**src/design/rxsoc_pkg.sv**
```systemverilog
// Constants, register map and field layout of the receive system interface
package rxsoc_pkg;
   // Register offsets
   localparam logic [7:0] OFS_CTRL = 8'h00;
   localparam logic [7:0] OFS_STATUS = 8'h04;
   localparam logic [7:0] OFS_MASK = 8'h08;
   localparam logic [7:0] OFS_STATE = 8'h0c;
   // Control field positions
   localparam int C_DUAL = 0;
   localparam int C_BYPASS = 1;
   localparam int C_FALLING = 2;
   localparam int C_LOW_TRUE = 3;
   localparam int C_E1 = 4;
   localparam int C_ALARM_SIG_EN = 5;
   localparam int C_CODE_LO = 6;
   localparam int C_TX_REF_MREF = 8;
   localparam int C_HW_MODE = 9;
   localparam int C_PAT_LO = 10;
   localparam int C_AUTO_ONES = 13;
   localparam int CTRL_W = 14;
   localparam logic [13:0] CTRL_RST = 14'h0000;
   // Status bits, mask uses the same layout
   localparam int ST_LOS_SET = 0;
   localparam int ST_LOS_CLR = 1;
   localparam int ST_CV = 2;
   localparam int ST_REF_LOSS = 3;
   localparam logic [3:0] ST_RST = 4'h0;
   // Line codes and transmit patterns
   localparam logic [1:0] CODE_AMI = 2'h0;
   localparam logic [1:0] CODE_HDB3 = 2'h1;
   localparam logic [1:0] CODE_B8ZS = 2'h2;
   localparam logic [2:0] PAT_DATA = 3'h0;
   localparam logic [2:0] PAT_ONES = 3'h1;
   localparam logic [2:0] PAT_ZEROS = 3'h2;
   localparam logic [2:0] PAT_PRBS = 3'h3;
   localparam logic [2:0] PAT_LOOP_ACT = 3'h4;
   localparam logic [2:0] PAT_LOOP_DEACT = 3'h5;
   localparam logic [2:0] LOOP_ACT_LAST = 3'h4;
   localparam logic [2:0] LOOP_DEACT_LAST = 3'h2;
   localparam logic [19:0] LFSR_SEED = 20'hfffff;
   // Timing
   localparam int MCLK_PERIOD_NS = 40;
   localparam int REF_LOSS_NS = 2000;
   localparam int REF_LOSS_CYC_I = (REF_LOSS_NS + MCLK_PERIOD_NS - 1) / MCLK_PERIOD_NS;
   localparam logic [5:0] REF_LOSS_CYC = 6'(REF_LOSS_CYC_I);
   // Synchroniser lanes and decoder window depth
   localparam int SYNC_W = 7;
   localparam int DEC_DEPTH = 8;
endpackage : rxsoc_pkg

```
**src/design/rxsoc_dec_if.sv**
```systemverilog
// Bit stream carrier between the main block and the line decoder
`timescale 1ns/10ps
interface rxsoc_dec_if;
   logic strobe;
   logic pos;
   logic neg;
   logic [1:0] code;
   logic data;
   logic cv;
   modport dec (input strobe, input pos, input neg, input code, output data, output cv);
   modport user (output strobe, output pos, output neg, output code, input data, input cv);
endinterface : rxsoc_dec_if

```
**src/design/rxsoc_sync.sv**
```systemverilog
// Two flip-flop synchroniser for all inputs from outside the clock domain
`timescale 1ns/10ps
module rxsoc_sync (
   // Clock and reset
   input wire logic clk,
   input wire logic arst_n,
   // Lanes
   input wire logic [rxsoc_pkg::SYNC_W-1:0] din,
   output logic [rxsoc_pkg::SYNC_W-1:0] dout
);
   typedef struct packed {
      logic [rxsoc_pkg::SYNC_W-1:0] s1;
      logic [rxsoc_pkg::SYNC_W-1:0] s2;
   } rxsoc_sync_s;
   rxsoc_sync_s q;
   rxsoc_sync_s d;

   always_comb begin
      d = q;
      d.s1 = din;
      d.s2 = q.s1;
   end

   always_ff @(posedge clk or negedge arst_n) begin
      if (!arst_n) begin
         q <= '0;
      end else begin
         q <= d;
      end
   end

   assign dout = q.s2;
endmodule : rxsoc_sync

```
**src/design/rxsoc_decoder.sv**
```systemverilog
// AMI, HDB3 and B8ZS decoder with violation flag, eight bit latency
`timescale 1ns/10ps
module rxsoc_decoder (
   // Clock and reset
   input wire logic clk,
   input wire logic arst_n,
   // Bit stream
   rxsoc_dec_if.dec bus
);
   typedef struct packed {
      logic [rxsoc_pkg::DEC_DEPTH-1:0] mark;
      logic [rxsoc_pkg::DEC_DEPTH-1:0] viol;
      logic last_pol;
      logic have_last;
      logic data;
      logic cv;
   } rxsoc_dec_s;
   rxsoc_dec_s q;
   rxsoc_dec_s d;
   logic mk;
   logic vi;

   always_comb begin
      d = q;
      mk = bus.pos | bus.neg;
      vi = (bus.pos & bus.neg) | (mk & q.have_last & (bus.pos == q.last_pol));
      if (bus.strobe) begin
         // Oldest window entry leaves; substitutions are removed before it gets there
         d.data = q.mark[rxsoc_pkg::DEC_DEPTH-1];
         d.cv = q.viol[rxsoc_pkg::DEC_DEPTH-1];
         d.mark = {q.mark[rxsoc_pkg::DEC_DEPTH-2:0], mk};
         d.viol = {q.viol[rxsoc_pkg::DEC_DEPTH-2:0], vi};
         if (mk) begin
            d.last_pol = bus.pos;
            d.have_last = 1'b1;
         end
         if (bus.code == rxsoc_pkg::CODE_HDB3 && d.viol[0] && !d.mark[1] && !d.mark[2]) begin
            for (int i = 0; i < 4; i++) begin
               d.mark[i] = 1'b0;
               d.viol[i] = 1'b0;
            end
         end
         if (bus.code == rxsoc_pkg::CODE_B8ZS && d.mark[0] && d.viol[1] && !d.mark[2] && d.mark[3] &&
             d.viol[4] && !d.mark[5] && !d.mark[6] && !d.mark[7]) begin
            d.mark = '0;
            d.viol = '0;
         end
      end
   end

   always_ff @(posedge clk or negedge arst_n) begin
      if (!arst_n) begin
         q <= '0;
      end else begin
         q <= d;
      end
   end

   assign bus.data = q.data;
   assign bus.cv = q.cv;
endmodule : rxsoc_decoder

```
**src/design/rxsoc_top.sv**
```systemverilog
// Receive system interface, receive clock selection and transmit reference timing
//
// Contract
// - Dual rail with recovery: re-timed NRZ outputs
// - Dual rail bypassed: raw slicer data passed straight
// - Data updates on selectable receive clock edge
// - Data output active level selectable
// - Receive clock rate follows T1 or E1 source
// - Loss of signal plus enable: clock from reference
// - Recovery mode: clock is recovered line clock
// - Bypass mode: clock is slicer pos XOR neg
// - Reference selected: patterns timed by reference
// - Auto all-ones and alarm always reference timed
// - Hardware mode: all-ones and PRBS reference timed
// - Reference lost: transmit outputs high impedance
// - Loss indicator high on lost signal
// - Loss indicator clears itself on recovery
// - Single rail: NRZ decoded by line code
// - Violation flag high one full clock
`timescale 1ns/10ps
module rxsoc_top (
   // Clock and reset
   input wire logic MCLK,
   input wire logic ARST_N,
   // Register port
   input wire logic [7:0] REG_ADDR,
   input wire logic [31:0] REG_WDATA,
   input wire logic REG_WR,
   input wire logic REG_RD,
   output logic [31:0] REG_RDATA,
   output logic IRQ,
   // Receive line side
   input wire logic RX_REC_CLK,
   input wire logic RX_SLICE_POS,
   input wire logic RX_SLICE_NEG,
   input wire logic LOS_DETECT,
   // Reference and transmit side inputs
   input wire logic MREF_CLK,
   input wire logic TX_CLK,
   input wire logic TX_DATA,
   // Receive system outputs
   output logic RX_LINE_CLOCK,
   output logic [1:0] RX_POS_NEG_DATA,
   output logic RX_SINGLE_RAIL_DATA,
   output logic CODE_VIOLATION_FLAG,
   output logic SIGNAL_LOSS_INDICATOR,
   // Transmit line
   output logic [1:0] TX_LINE_OUTPUTS,
   output logic TX_LINE_OE
);
   typedef struct packed {
      logic [rxsoc_pkg::CTRL_W-1:0] ctrl;
      logic [3:0] status;
      logic [3:0] mask;
      logic [31:0] rdata;
      logic irq;
      logic rclk;
      logic sel_mref;
      logic rec_prev;
      logic [1:0] pn_hold;
      logic [1:0] pn_out;
      logic sr_out;
      logic cv_out;
      logic los_out;
      logic dec_strobe;
      logic dec_pos;
      logic dec_neg;
      logic mref_prev;
      logic [5:0] ref_cnt;
      logic ref_lost;
      logic txc_prev;
      logic [19:0] lfsr;
      logic [2:0] loop_cnt;
      logic ami_pol;
      logic [1:0] tx_out;
      logic tx_oe;
   } rxsoc_top_s;
   rxsoc_top_s q;
   rxsoc_top_s d;

   logic [rxsoc_pkg::SYNC_W-1:0] sync_out;
   logic s_rec;
   logic s_pos;
   logic s_neg;
   logic s_los;
   logic s_mref;
   logic s_txc;
   logic s_txd;
   logic byp;
   logic dual;
   logic low_true;
   logic want_mref;
   logic src_line;
   logic new_src;
   logic act;
   logic rec_rise;
   logic [3:0] st_set;
   logic [3:0] st_clr;
   logic auto_ones;
   logic tx_use_mref;
   logic tclk;
   logic tick;
   logic tx_bit;
   logic fb;
   logic [2:0] pat;

   rxsoc_dec_if dif ();

   ////////////////////////////////////////////////////////////////////////////////
   // Input synchronisers and decoder

   rxsoc_sync u_sync (
      .clk (MCLK),
      .arst_n (ARST_N),
      .din ({RX_REC_CLK, RX_SLICE_POS, RX_SLICE_NEG, LOS_DETECT, MREF_CLK, TX_CLK, TX_DATA}),
      .dout (sync_out)
   );

   assign {s_rec, s_pos, s_neg, s_los, s_mref, s_txc, s_txd} = sync_out;

   rxsoc_decoder u_dec (
      .clk (MCLK),
      .arst_n (ARST_N),
      .bus (dif.dec)
   );

   assign dif.strobe = q.dec_strobe;
   assign dif.pos = q.dec_pos;
   assign dif.neg = q.dec_neg;
   assign dif.code = q.ctrl[rxsoc_pkg::C_CODE_LO +: 2];

   ////////////////////////////////////////////////////////////////////////////////
   // Next state

   always_comb begin
      d = q;
      byp = q.ctrl[rxsoc_pkg::C_BYPASS];
      dual = q.ctrl[rxsoc_pkg::C_DUAL];
      low_true = q.ctrl[rxsoc_pkg::C_LOW_TRUE];
      pat = q.ctrl[rxsoc_pkg::C_PAT_LO +: 3];

      // Register writes and reads
      st_clr = 4'h0;
      if (REG_WR) begin
         case (REG_ADDR)
            rxsoc_pkg::OFS_CTRL: begin
               d.ctrl = REG_WDATA[rxsoc_pkg::CTRL_W-1:0];
            end
            rxsoc_pkg::OFS_MASK: begin
               d.mask = REG_WDATA[3:0];
            end
            rxsoc_pkg::OFS_STATUS: begin
               st_clr = REG_WDATA[3:0];
            end
            default: begin
            end
         endcase
      end
      d.rdata = 32'h0;
      if (REG_RD) begin
         case (REG_ADDR)
            rxsoc_pkg::OFS_CTRL: d.rdata = {18'h0, q.ctrl};
            rxsoc_pkg::OFS_STATUS: d.rdata = {28'h0, q.status};
            rxsoc_pkg::OFS_MASK: d.rdata = {28'h0, q.mask};
            rxsoc_pkg::OFS_STATE: d.rdata = {28'h0, q.tx_oe, q.sel_mref, q.ref_lost, q.los_out};
            default: d.rdata = 32'h0;
         endcase
      end

      // Loss indicator simply follows the detector, so it clears without software
      d.los_out = s_los;

      // Receive clock source; rate is that of the recovered line clock, the slicer pos XOR neg in bypass, or the reference clock
      want_mref = s_los & q.ctrl[rxsoc_pkg::C_ALARM_SIG_EN];
      src_line = byp ? (s_pos ^ s_neg) : s_rec;
      new_src = want_mref ? s_mref : src_line;
      // Switch only while output and new source are both low, so no short pulse appears
      if (want_mref != q.sel_mref && !q.rclk && !new_src) begin
         d.sel_mref = want_mref;
      end
      d.rclk = d.sel_mref ? s_mref : src_line;
      act = q.ctrl[rxsoc_pkg::C_FALLING] ? (q.rclk & !d.rclk) : (!q.rclk & d.rclk);

      // Recovered bit sampling feeds the re-timer and the decoder
      rec_rise = s_rec & !q.rec_prev;
      d.rec_prev = s_rec;
      d.dec_strobe = rec_rise & !byp;
      d.dec_pos = s_pos;
      d.dec_neg = s_neg;
      if (rec_rise) begin
         d.pn_hold = {s_pos, s_neg};
      end

      // Data outputs
      if (dual) begin
         d.sr_out = 1'b0;
         d.cv_out = 1'b0;
         if (byp) begin
            d.pn_out = {s_pos, s_neg} ^ {2{low_true}};
         end else if (act) begin
            d.pn_out = q.pn_hold ^ {2{low_true}};
         end
      end else begin
         d.pn_out = 2'h0;
         if (act) begin
            // Held from one active edge to the next, a full clock cycle
            d.sr_out = dif.data ^ low_true;
            d.cv_out = dif.cv;
         end
      end

      // Reference clock watchdog; a stuck reference means no transmit timing
      if (s_mref ^ q.mref_prev) begin
         d.ref_cnt = 6'h00;
      end else if (q.ref_cnt != rxsoc_pkg::REF_LOSS_CYC) begin
         d.ref_cnt = q.ref_cnt + 6'h01;
      end
      d.mref_prev = s_mref;
      d.ref_lost = (d.ref_cnt == rxsoc_pkg::REF_LOSS_CYC);
      d.tx_oe = !d.ref_lost;

      // Transmit timing source
      auto_ones = q.ctrl[rxsoc_pkg::C_AUTO_ONES] & s_los;
      tx_use_mref = q.ctrl[rxsoc_pkg::C_TX_REF_MREF] | auto_ones |
                    (q.ctrl[rxsoc_pkg::C_HW_MODE] & (pat == rxsoc_pkg::PAT_ONES || pat == rxsoc_pkg::PAT_PRBS));
      tclk = tx_use_mref ? s_mref : s_txc;
      d.txc_prev = tclk;
      tick = tclk & !q.txc_prev;

      // Pattern bit; PRBS 2^15-1 in E1, QRSS 2^20-1 otherwise
      fb = q.ctrl[rxsoc_pkg::C_E1] ? (q.lfsr[14] ^ q.lfsr[13]) : (q.lfsr[19] ^ q.lfsr[16]);
      case (pat)
         rxsoc_pkg::PAT_DATA: tx_bit = s_txd;
         rxsoc_pkg::PAT_ONES: tx_bit = 1'b1;
         rxsoc_pkg::PAT_ZEROS: tx_bit = 1'b0;
         rxsoc_pkg::PAT_PRBS: tx_bit = fb;
         rxsoc_pkg::PAT_LOOP_ACT: tx_bit = (q.loop_cnt == rxsoc_pkg::LOOP_ACT_LAST);
         rxsoc_pkg::PAT_LOOP_DEACT: tx_bit = (q.loop_cnt == rxsoc_pkg::LOOP_DEACT_LAST);
         default: tx_bit = s_txd;
      endcase
      if (auto_ones) begin
         tx_bit = 1'b1;
      end
      if (tick) begin
         d.lfsr = {q.lfsr[18:0], fb};
         if ((pat == rxsoc_pkg::PAT_LOOP_ACT && q.loop_cnt == rxsoc_pkg::LOOP_ACT_LAST) ||
             (pat == rxsoc_pkg::PAT_LOOP_DEACT && q.loop_cnt == rxsoc_pkg::LOOP_DEACT_LAST)) begin
            d.loop_cnt = 3'h0;
         end else begin
            d.loop_cnt = q.loop_cnt + 3'h1;
         end
         // Alternate mark inversion on the line
         if (tx_bit) begin
            d.tx_out = q.ami_pol ? 2'h1 : 2'h2;
            d.ami_pol = !q.ami_pol;
         end else begin
            d.tx_out = 2'h0;
         end
      end
      if (d.ref_lost) begin
         d.tx_out = 2'h0;
      end

      // Sticky events, a new event wins over a clear in the same cycle
      st_set = 4'h0;
      st_set[rxsoc_pkg::ST_LOS_SET] = s_los & !q.los_out;
      st_set[rxsoc_pkg::ST_LOS_CLR] = !s_los & q.los_out;
      st_set[rxsoc_pkg::ST_CV] = act & !dual & dif.cv;
      st_set[rxsoc_pkg::ST_REF_LOSS] = d.ref_lost & !q.ref_lost;
      d.status = (q.status & ~st_clr) | st_set;
      d.irq = |(d.status & d.mask);
   end

   always_ff @(posedge MCLK or negedge ARST_N) begin
      if (!ARST_N) begin
         q <= '{ctrl: rxsoc_pkg::CTRL_RST, status: rxsoc_pkg::ST_RST, lfsr: rxsoc_pkg::LFSR_SEED, default: '0};
      end else begin
         q <= d;
      end
   end

   ////////////////////////////////////////////////////////////////////////////////
   // Outputs

   assign REG_RDATA = q.rdata;
   assign IRQ = q.irq;
   assign RX_LINE_CLOCK = q.rclk;
   assign RX_POS_NEG_DATA = q.pn_out;
   assign RX_SINGLE_RAIL_DATA = q.sr_out;
   assign CODE_VIOLATION_FLAG = q.cv_out;
   assign SIGNAL_LOSS_INDICATOR = q.los_out;
   assign TX_LINE_OUTPUTS = q.tx_out;
   assign TX_LINE_OE = q.tx_oe;
endmodule : rxsoc_top

```
**config.mk**
```make
export PLATFORM = sky130hd
export DESIGN_NAME = rxsoc_top
export DESIGN_NICKNAME = d
export VERILOG_FILES = /design/src/design/rxsoc_pkg.sv /design/src/design/rxsoc_dec_if.sv /design/src/design/rxsoc_sync.sv /design/src/design/rxsoc_decoder.sv /design/src/design/rxsoc_top.sv
export SDC_FILE = /design/constraint.sdc
export NUM_CORES = 1
export LEC_CHECK = 0
export ABC_AREA = 1
export ABC_CLOCK_PERIOD_IN_PS = 1500
export BUFFER_PORTS_ARGS = -buffer_cell sky130_fd_sc_hd__buf_2
export CAP_MARGIN = 10
export CORE_AREA = 2 2 80 159
export DETAILED_ROUTE_END_ITERATION = 8
export DIE_AREA = 0 0 82 161
export PLACE_DENSITY = 0.65
export REMOVE_ABC_BUFFERS = 1
export SYNTH_ARGS = -nofsm -noshare
export SYNTH_HDL_FRONTEND = slang
export SYNTH_HIERARCHICAL = 1
export SYNTH_SLANG_ARGS = --single-unit
```
**constraint.sdc**
```tcl
create_clock -name MCLK -period 1.5 [get_ports MCLK]
set_input_delay 0.15 -clock MCLK [delete_from_list [all_inputs] [get_ports MCLK]]
set_output_delay 0.15 -clock MCLK [all_outputs]
set_load 0.005 [all_outputs]
```
==> results.md, run 1 <==
* Clk pin slew, worst setup/hold paths at about 60 ps
* # diodes at 0
* Netlist Area Pre-Place at between 0.005 and 0.006 mm^2
* Final Wtd Congestion at 0.773
* Post-DP HPWL at 6990 um
* Vias in the first global route at 3853
* RSZ-0062 raised after global routing: yes
* DIE AREA at 0.0132 mm^2
* Global route overflow at 0
* CTS tree: built
* Sequential area share after synthesis at 57.4%
* Worst Skew at approximately 9.2 ps
* DR WL/cell at 13.4 um
* Yosys cell types at 40
* Top post-synthesis cells by area: dfrtp_1 (47%), nand2_1 (12%), dfstp_2 (10%)
* Endpoint required time on the critical path at 1830 ps
* Clock tree root buffer cell: clkbuf_16
* Yosys warns at 6
* Crit-path slowest cell: dfrtp_1
* HP Class: input pin to register
* Routed vias at 3994
* Mean Syn Cell Area at between 9 and 10 um^2
* Initial Utilization at 44.0%
* # DRC at 0
* Synth top cells by count: nand2_1 (165), dfrtp_1 (100), inv_1 (55)
* Arr. time, crit path at 1930 ps
* DR iter-0 viols at ~240
* PnR Total Power at 8770 uW
* CTS buffer count at 17
* Routed vias/inst at between 4 and 5
* Asr flop ratio synth at 100%
* Core area at 0.0120 mm^2
* Hold WS at 20.2 ps
* Htree depth at 4
* Failing checks: negative setup slack
* Multi-input logic area at slightly below 0.002 mm^2
* DRT antenna net count at 0
* Die Height at approximately 160 um
* Period utilization at 106%
* Layout area overhead at 30.1%
* Fill cells at 1011
* Maximum vdd drop at between 0.001 and 0.0015 V
* Number of enable flip-flop cells after synthesis at 0
* Worst-path maximum fanout at 4
* Ratio of cells with drive above 1 in the final layout at 32.9%
* Min Clock Period, post-route at 1600 ps
* FMAX at between 600 and 700 MHz
* Placement Rows at 57
* Top cell type's share of synthesized area at roughly 47%
* CP endpoint kind: register
* First-pass GRT wire length at ~18000 um
* P per Cell Area at 1280 mW/mm^2
* Final hold viol count at 0
* Synthesized instance count at about 580
* Fin worst setup slack at -96.3 ps
* Most numerous cell in the Yosys netlist: nand2_1
* Main synth FF type: dfrtp_1
* Clock latency at the later pin of the worst-skew pair at 410 ps
* Startpoint types: register
* Min-Delay Path Depth at 3
* #FFs+latches synth at 120
* DR pass1 iterations at 5
* CP peak stage delay at around 400 ps
* Chip width at 82 um
* All-layer global routing usage at 17.6%
* Initial antenna violation count at 0
* Final wirelength at 11200 um
* Post-layout nets at 730
* CP Class: register to register
* Sequential cell area at 0.00303 mm^2
* Status: finished with violations
* Cell Chain, Critical Path: inv_2 -> ha_4 -> nand2_2 -> o21ai_1 -> and2_1 -> inv_1 -> nand4_1 -> nand3_2 -> a21oi_1
* Bufs on Longest Clock Path at 2
* Clock Sinks at 120
* Max Cap Viol at 0
* Post-synth top area cell: dfrtp_1
* Final setup fails at 4
* R2R depth at 9
* Port-buffer cells at 56
* Leak at between 0.003 and 0.004 uW
* Pin count of the biggest net entering global routing at 30
* Max-slew violation count at 0
* Ports at 93
==> logic make-up (layout without fill, tap and decap cells) <==
| group | Yosys count | after routing | synth area share [%] |
|---|---|---|---|
| AO/OA/AOI/OAI | 62 | 62 | 6.29 |
| XOR/XNOR | 6 | 6 | 0.997 |
| adder cells (fa/ha/maj) | 5 | 5 | 1.19 |
| buffers and inverters | 107 | 202 | 11.0 |
| flip-flops | 120 | 120 | 57.4 |
| other | 1 | 18 | 0.0711 |
| AND/OR/NAND/NOR | 274 | 274 | 23.0 |
==> layer usage <==
layer	global-route usage, %	vias to the layer above	wire [um]
met1	21.9	1913	4700
li1	-	1971	-
met3	5.59	21	465
met4	5.76	0	200
met2	28.7	89	5800
met5	0	-	0
==> metrics by stage <==
stage	worst slack [ps]	instance area, um^2	TNS, ps	std cells	util, %
after global placement	1.75	5750	0	776	48.0
after global routing	-205	6860	-1830	834	57.2
final	-96.3	6860	-245	834	57.2
after detailed placement	-58.0	5750	-123	776	48.0
after CTS	0.987	6530	0	825	54.5
after floorplan	7.46	4990	0	546	-
==> final timing paths <==
kind / slack (ps) / to / startpoint
max in group asynchronous: 690 / u_sync/dout[2] / ARST_N
max: -100 / TX_LINE_OUTPUTS[1] / q[4]
min: 20 / dual / REG_WDATA[0]
min reg2reg: 350 / u_sync/dout[3] / u_sync/d[3]
min in group asynchronous: 210 / dual / ARST_N
max reg2reg: -100 / TX_LINE_OUTPUTS[1] / q[4]
==> repair_timing <==
action | CTS | global route
pin swaps | 0 | 37
hold buffers | 17 | 0
resized for setup | 6 | 85
endpoints found under the hold margin | 39 | 0
endpoints found under the setup margin | 7 | 29
setup buffers | 0 | 9
==> registers in the layout, indices dropped and copies added, names as in the netlist, 2 cells and up <==
signal,cells
REG_RDATA,14
RX_POS_NEG_DATA,2
TX_LINE_OUTPUTS,2
dif.code,2
pat,3
q,51
u_dec/q,18
u_sync/d,7
u_sync/dout,7
==> critical path, delay by kind of cell (launching register included) <==
family                     cells  cell delay (ps)
and+or+nand+nor                4              490
DFF                            1              410
AOI/OAI and AO/OA              2              300
buffers and inverters          2              170
adders and majority gates      1              140
==> report_power, final <==
group | total (uW) | internal, uW | switching, uW | leakage, uW
registers | 3720 | 3510 | 217 | 0.00143
logic | 1060 | 465 | 595 | 0.00175
clock network | 3980 | 2540 | 1450 | 0.000282
==> placed cells by master (no fill, tap or decap), types with 4 or more instances in the layout <==
cell type and n:
conb_1 18, nand2_1 134, dfstp_2 20, nand3_1 26, o21ai_1 14, buf_4 27
buf_12 7, inv_2 9, dlygate4sd3_1 17, clkbuf_16 20, clkinvlp_4 5, dfrtp_1 98
a21oi_1 13, o21ai_0 23, o21ai_2 4, xor2_1 4, buf_2 55, nand2_4 7
nand3_2 10, nor2_4 4, inv_1 50, nand4_1 9, nand2_2 30, nor2_1 37
a221oi_1 4
==> area by class of cell <==
cell class	instances	share of cell area, %
Clock inverter	8	0.821
Timing Repair Buffer	109	12.0
Tap cell	147	2.68
Inverter	61	3.52
Clock buffer	24	7.96
Multi-Input combinational cell	365	28.8
Sequential cell	120	44.2
Note: power is estimated with default switching activity, not from simulation.
==> run 2, diff against run 1 <==
--- a/config.mk
+++ b/config.mk
@@ -10,6 +10,8 @@
 export BUFFER_PORTS_ARGS = -buffer_cell sky130_fd_sc_hd__buf_2
 export CAP_MARGIN = 10
 export CORE_AREA = 2 2 80 159
+export CTS_BUF_LIST = sky130_fd_sc_hd__clkbuf_4
+export CTS_CLUSTER_DIAMETER = 200
 export DETAILED_ROUTE_END_ITERATION = 8
 export DIE_AREA = 0 0 82 161
 export PLACE_DENSITY = 0.65
==> run 2 against run 1 <==
Compared with the run above:
- the flow now finishes without violations
- combinational power down 6%
- setup slack better by 98 ps
- global-route usage down 0.84 points
- count of clock-buffer cells in the layout down 6
- critical path type unchanged
- largest cell class unchanged
==> results.md, run 2 (synthesis results as in run 1) <==
* # diodes at 0 (unchanged)
* Maximum vdd drop at 0.00103 V (-13%)
* CTS buffer count at 17 (unchanged)
* Final Wtd Congestion at 0.773 (unchanged)
* RSZ-0062 raised after global routing: yes
* Endpoint required time on the critical path at 1960 ps (+130 ps)
* Placement Rows at 57 (unchanged)
* Leak at 0.00331 uW (-4.4%)
* Port-buffer cells at 56 (unchanged)
* CP endpoint kind: register
* CTS tree: built
* Min Clock Period, post-route at 1500 ps (-98.3 ps)
* Routed vias at 3967 (-0.68%)
* # DRC at 0 (unchanged)
* Initial Utilization at 44.0% (unchanged)
* Most frequent cells in the layout: nand2_1 (143), dfrtp_1 (98), buf_2 (55)
* Pin count of the biggest net entering global routing at 30 (unchanged)
* Arr. time, crit path at 1960 ps (+30 ps)
* Bufs on Longest Clock Path at 2 (unchanged)
* DRT antenna net count at 0 (unchanged)
* Commonest non-fill, non-tap cell in the layout: nand2_1
* Crit-path slowest cell: dfrtp_1
* Cell Chain, Critical Path: inv_2 -> nor3_4 -> or3_1 -> nand2_2 -> nor2_8 -> clkinv_8 -> buf_4 -> nand2_1 -> o21ai_2
* DR WL/cell at 12.5 um (-6.4%)
* Vias in the first global route at 3783 (-1.8%)
* HP Class: input pin to register
* Die Height at 161 um (unchanged)
* Ratio of cells with drive above 1 in the final layout at 30.5% (-2.4 points)
* Worst path top cell family by delay: simple AND/OR/NAND/NOR gates
* FMAX at 668 MHz (+6.6%)
* Ports at 93 (unchanged)
* Global route overflow at 0 (unchanged)
* Layout area overhead at 23.5%
* Period utilization at 99.9% (-6.6 points)
* P per Cell Area at 1080 mW/mm^2 (-15%)
* Final setup fails at 0 (-4)
* Core area at 0.0120 mm^2 (unchanged)
* First-pass GRT wire length at 17200 um (-2.8%)
* Post-DP HPWL at 6990 um (unchanged)
* Status: finished, final reports clean
* Final core occ at 54.3% (-2.9 points)
* Worst Skew at 19.1 ps (+9.98 ps)
* DR iter-0 viols at 162 (-32%)
* Biggest register: q
* CP Class: register to register
* Total negative slack at 0 ps (+245 ps)
* All-layer global routing usage at 16.8% (-0.84 points)
* Clock Sinks at 120 (unchanged)
* Post-layout nets at 732 (+0.27%)
* PnR Total Power at 7050 uW (-20%)
* Clk pin slew, worst setup/hold paths at 110 ps (+50 ps)
* Worst-path maximum fanout at 9 (+5)
* Clock latency at the later pin of the worst-skew pair at 520 ps (+110 ps)
* Clock tree root buffer cell: clkbuf_4
* Chip width at 82 um (unchanged)
* Routed vias/inst at 4.75 (-0.91%)
* Htree depth at 4 (unchanged)
* DR pass1 iterations at 5 (unchanged)
* Hold WS at 29.9 ps (+9.67 ps)
* DIE AREA at 0.0132 mm^2 (unchanged)
* Startpoint types: register
* Fill cells at 1054 (+4.3%)
* Final wirelength at 10500 um (-6.2%)
* CP peak stage delay at 370 ps (-40 ps)
* Post-Layout Inst Area at 0.00651 mm^2 (-5.1%)
* Max reg flops at 51 (unchanged)
* Initial antenna violation count at 0 (unchanged)
* Max-slew violation count at 0 (unchanged)
* WP buf/inv at 3 (+1)
* Max Cap Viol at 0 (unchanged)
* Dpl cell area at 0.00575 mm^2 (unchanged)
* Final hold viol count at 0 (unchanged)
run 2: cell types whose count changed in the layout (fill, tap and decap cells not counted), sizes merged:
cell	delta
dlygate4sd3	+6
clkinv	+3
clkbuf	-6
buf	-4
bufinv	+3
run 2: cell type report:
| class | count | area (um^2) | area share [%] |
|---|---|---|---|
| timing repair buffer | 111 | 848 | 13.0 |
| clock buffer | 18 | 135 | 2.08 |
| inverter | 61 | 241 | 3.71 |
| sequential | 120 | 3030 | 46.6 |
| clock inverter | 14 | 158 | 2.42 |
| tap | 147 | 184 | 2.83 |
| multi-input combinational | 365 | 1910 | 29.4 |
run 2: routing by layer:
metal	global-route usage, %	wire length (um)	vias to the layer above
li1	-	-	1974
met1	21.6	4570	1888
met2	26.8	5280	89
met3	4.69	456	16
met4	6.06	173	0
met5	0	0	-
run 2: worst register-to-register path, delay by kind of cell, from the launching register on:
kind	cells	cell delay, ps
AOI/OAI and AO/OA	1	50
DFF	1	370
buffers and inverters	3	330
and+or+nand+nor	5	690
run 2: power by group:
group / switching (uW) / leakage [uW] / internal (uW)
clock network: 1210 / 0.000143 / 1150
registers: 200 / 0.00143 / 3500
logic: 556 / 0.00174 / 437
total: 1970 / 0.00331 / 5080
run 2: stage by stage:
stage | instances | setup slack, ps
floorplan | 546 | 7.46
global placement | 776 | 1.75
detailed placement | 776 | -58.0
CTS | 831 | 0.0520
global route | 836 | -127
finish | 836 | 2.00
run 2: repair_timing:
action / in CTS / in global routing
setup endpoints to repair: 7 / 29
gates resized for setup: 10 / 61
hold endpoints to repair: 132 / 0
hold buffers: 23 / 0
setup buffers: 0 / 5
pin swaps: 2 / 18
run 2: path summary, 6_finish.rpt:
kind	start	end	slack, ps	cells after the start
max in group asynchronous	ARST_N	u_sync/dout[2]	800	3
min in group asynchronous	ARST_N	REG_RDATA[2]	100	2
setup reg to reg	pat[0]	q[12]	2	9
setup / recovery	pat[0]	q[12]	2	9
hold reg to reg	u_sync/d[2]	u_sync/dout[2]	350	0
hold / removal	REG_ADDR[0]	REG_RDATA[2]	30	4
==> run 3, diff against run 2 <==
--- a/config.mk
+++ b/config.mk
@@ -9,12 +9,12 @@
 export ABC_CLOCK_PERIOD_IN_PS = 1500
 export BUFFER_PORTS_ARGS = -buffer_cell sky130_fd_sc_hd__buf_2
 export CAP_MARGIN = 10
-export CORE_AREA = 2 2 80 159
+export CORE_AREA = 4 4 78 153
 export CTS_BUF_LIST = sky130_fd_sc_hd__clkbuf_4
 export CTS_CLUSTER_DIAMETER = 200
 export DETAILED_ROUTE_END_ITERATION = 8
-export DIE_AREA = 0 0 82 161
-export PLACE_DENSITY = 0.65
+export DIE_AREA = 0 0 82 157
+export PLACE_DENSITY = 0.71
 export REMOVE_ABC_BUFFERS = 1
 export SYNTH_ARGS = -nofsm -noshare
 export SYNTH_HDL_FRONTEND = slang
==> run 3 against run 2 <==
Compared with the run above:
- the flow now finishes with violations (negative setup slack)
- clock power down 19%
- setup slack worse by 150 ps
- global-route usage up 2.1 points
- sequential power about the same
- cell count up 3.2%
- largest power group unchanged
==> results.md, run 3 (synthesis results as in run 1) <==
* Final Wtd Congestion at 0.883 (+14%)
* CP peak stage delay at 480 ps (+110 ps)
* Failing checks: negative setup slack
* Cell Chain, Critical Path: ha_4 -> buf_4 -> nand3_1 -> nand2_1 -> nand3_1 -> nor2_1 -> nand3_2 -> nand2_2 -> a21oi_2 -> nand2_1
* Die Height at 157 um (-2.5%)
* Leak at 0.00347 uW (+5.0%)
* WP buf/inv at 1 (-2)
* Min Clock Period, post-route at 1650 ps (+154 ps)
* P per Cell Area at 992 mW/mm^2 (-8.4%)
* # diodes at 0 (unchanged)
* Maximum vdd drop at 0.000533 V (-48%)
* Clock network power share at 27.8% (-5.7 points)
* Max reg flops at 51 (unchanged)
* Internal power at 4710 uW (-7.4%)
* Hold WS at 37.3 ps (+7.43 ps)
* CP Class: register to register
* Arr. time, crit path at 2060 ps (+100 ps)
* Final std cells w/o fill at 863 (+3.2%)
* Period utilization at 110% (+10 points)
* Initial antenna violation count at 0 (unchanged)
* Ports at 93 (unchanged)
* Post-layout nets at 766 (+4.6%)
* CTS buffer count at 17 (unchanged)
* Layout area overhead at 31.0%
* Core area at 0.0108 mm^2 (-9.8%)
* Clock tree root buffer cell: clkbuf_4
* Startpoint types: register
* Post-DP HPWL at 7950 um (+14%)
* Final core occ at 63.9% (+9.6 points)
* Biggest register: q
* Total negative slack at -2120 ps (-2120 ps)
* DRT antenna net count at 0 (unchanged)
* Max Cap Viol at 0 (unchanged)
* Status: finished with violations
* DR WL/cell at 14.2 um (+13%)
* Routed vias/inst at 5.00 (+5.3%)
* Cell Count Post-Placement at 776 (unchanged)
* Chip width at 82 um (unchanged)
* DIE AREA at 0.0129 mm^2 (-2.5%)
* Commonest non-fill, non-tap cell in the layout: nand2_1
* Clock latency at the later pin of the worst-skew pair at 520 ps (about the same)
* Port-buffer cells at 56 (unchanged)
* Switching share of total power at 31.3% (+3.4 points)
* CTS tree: built
* Placement Rows at 54 (-5.3%)
* Htree depth at 4 (unchanged)
* CP endpoint kind: register
* Bufs on Longest Clock Path at 2 (unchanged)
* Worst Skew at 16.5 ps (-2.62 ps)
* Max-slew violation count at 0 (unchanged)
* Combinational share of power at 18.0% (+3.9 points)
* Initial Utilization at 48.8% (+4.8 points)
* Clk pin slew, worst setup/hold paths at 110 ps (about the same)
* Worst path top cell family by delay: simple AND/OR/NAND/NOR gates
* Endpoint required time on the critical path at 1910 ps (-50 ps)
* RSZ-0062 raised after global routing: yes
* Fill cells at 870 (-17%)
* Global route overflow at 0 (unchanged)
* DR iter-0 viols at 238 (+47%)
* Final hold viol count at 0 (unchanged)
* Sequential cell area at 0.00303 mm^2 (about the same)
* # DRC at 0 (unchanged)
* Fin worst setup slack at -152 ps (-154 ps)
* Multi-input logic area at 0.00206 mm^2 (+7.8%)
* First-pass GRT wire length at 18500 um (+7.3%)
* Pin count of the biggest net entering global routing at 33 (+10%)
* Worst-path maximum fanout at 4 (-5)
* FMAX at 605 MHz (-9.3%)
* Vias in the first global route at 4183 (+11%)
* Crit-path slowest cell: dfrtp_2
* All-layer global routing usage at 18.9% (+2.1 points)
* Ratio of cells with drive above 1 in the final layout at 36.4% (+5.9 points)
* Reg power frac at 54.2% (+1.8 points)
* Switching power at 2150 uW (+9.2%)
* Final wirelength at 12300 um (+17%)
* Routed vias at 4314 (+8.7%)
* DR pass1 iterations at 7 (+2)
* Most frequent cells in the layout: nand2_1 (140), dfrtp_1 (96), buf_2 (55)
* HP Class: input pin to register
* Final setup fails at 31 (+31)
* Clock Sinks at 120 (unchanged)
[run 3: cell types whose count changed in the layout (fill, tap and decap cells not counted), sizes merged, moves of 2 or more]
cell	delta
inv	+4
dlygate4sd3	+2
bufinv	-3
buf	+29
clkinvlp	+2
[run 3: final timing paths]
check | slack (ps) | cells past startpoint | start | end
setup / recovery | -150 | 10 | q[29] | IRQ
hold / removal | 40 | 4 | REG_ADDR[1] | REG_RDATA[1]
setup reg to reg | -150 | 10 | q[29] | IRQ
hold reg to reg | 360 | 0 | u_sync/d[2] | u_sync/dout[2]
max in group asynchronous | 810 | 3 | ARST_N | q[30]
min in group asynchronous | 100 | 2 | ARST_N | q[98]
[run 3: tightest hold or removal path: cells and delay by family]
family | cells | cell delay (ps)
and+or+nand+nor | 3 | 270
buffers and inverters | 1 | 100
[run 3: repair_timing]
action,4_1_cts,5_1_grt
hold buffers,25,0
gates cloned,0,3
pin swaps,18,36
resized for setup,30,84
endpoints found under the setup margin,17,38
hold endpoints to repair,141,0
buffers inserted,10,17
[run 3: stage by stage]
step | worst slack (ps) | power [uW] | area [um^2]
global placement | -13.6 | 4550 | 5770
detailed placement | -99.9 | 4600 | 5770
CTS | -53.6 | 6640 | 6420
floorplan | 7.46 | 4190 | 4990
global route | -200 | 7210 | 6910
finish | -152 | 6850 | 6910
[run 3: layout make-up]
cell class / count / share of cell area, %
timing repair buffer: 142 / 16.3
clock buffer: 17 / 1.85
timing repair inverter: 3 / 0.525
sequential: 120 / 43.9
tap: 140 / 2.54
multi-input combinational: 365 / 29.8
clock inverter: 15 / 1.54
inverter: 61 / 3.53
[run 3: power groups by stage]
stage               sequential, uW  clock (uW)  combinational, uW
floorplan                     3710           0                482
global placement              3730           0                820
detailed placement            3740           0                859
CTS                           3690        1960                999
global route                  3740        2100               1360
finish                        3710        1910               1230
[run 3: routing by layer]
layer  global-route usage (%)  vias to the layer above  part of all wire (%)
li1                         -                     2047                     -
met1                     19.6                     2082                    35
met2                     33.0                      132                    56
met3                     5.61                       53                   3.8
met4                     10.5                        0                   4.8
met5                        0                        -                     0
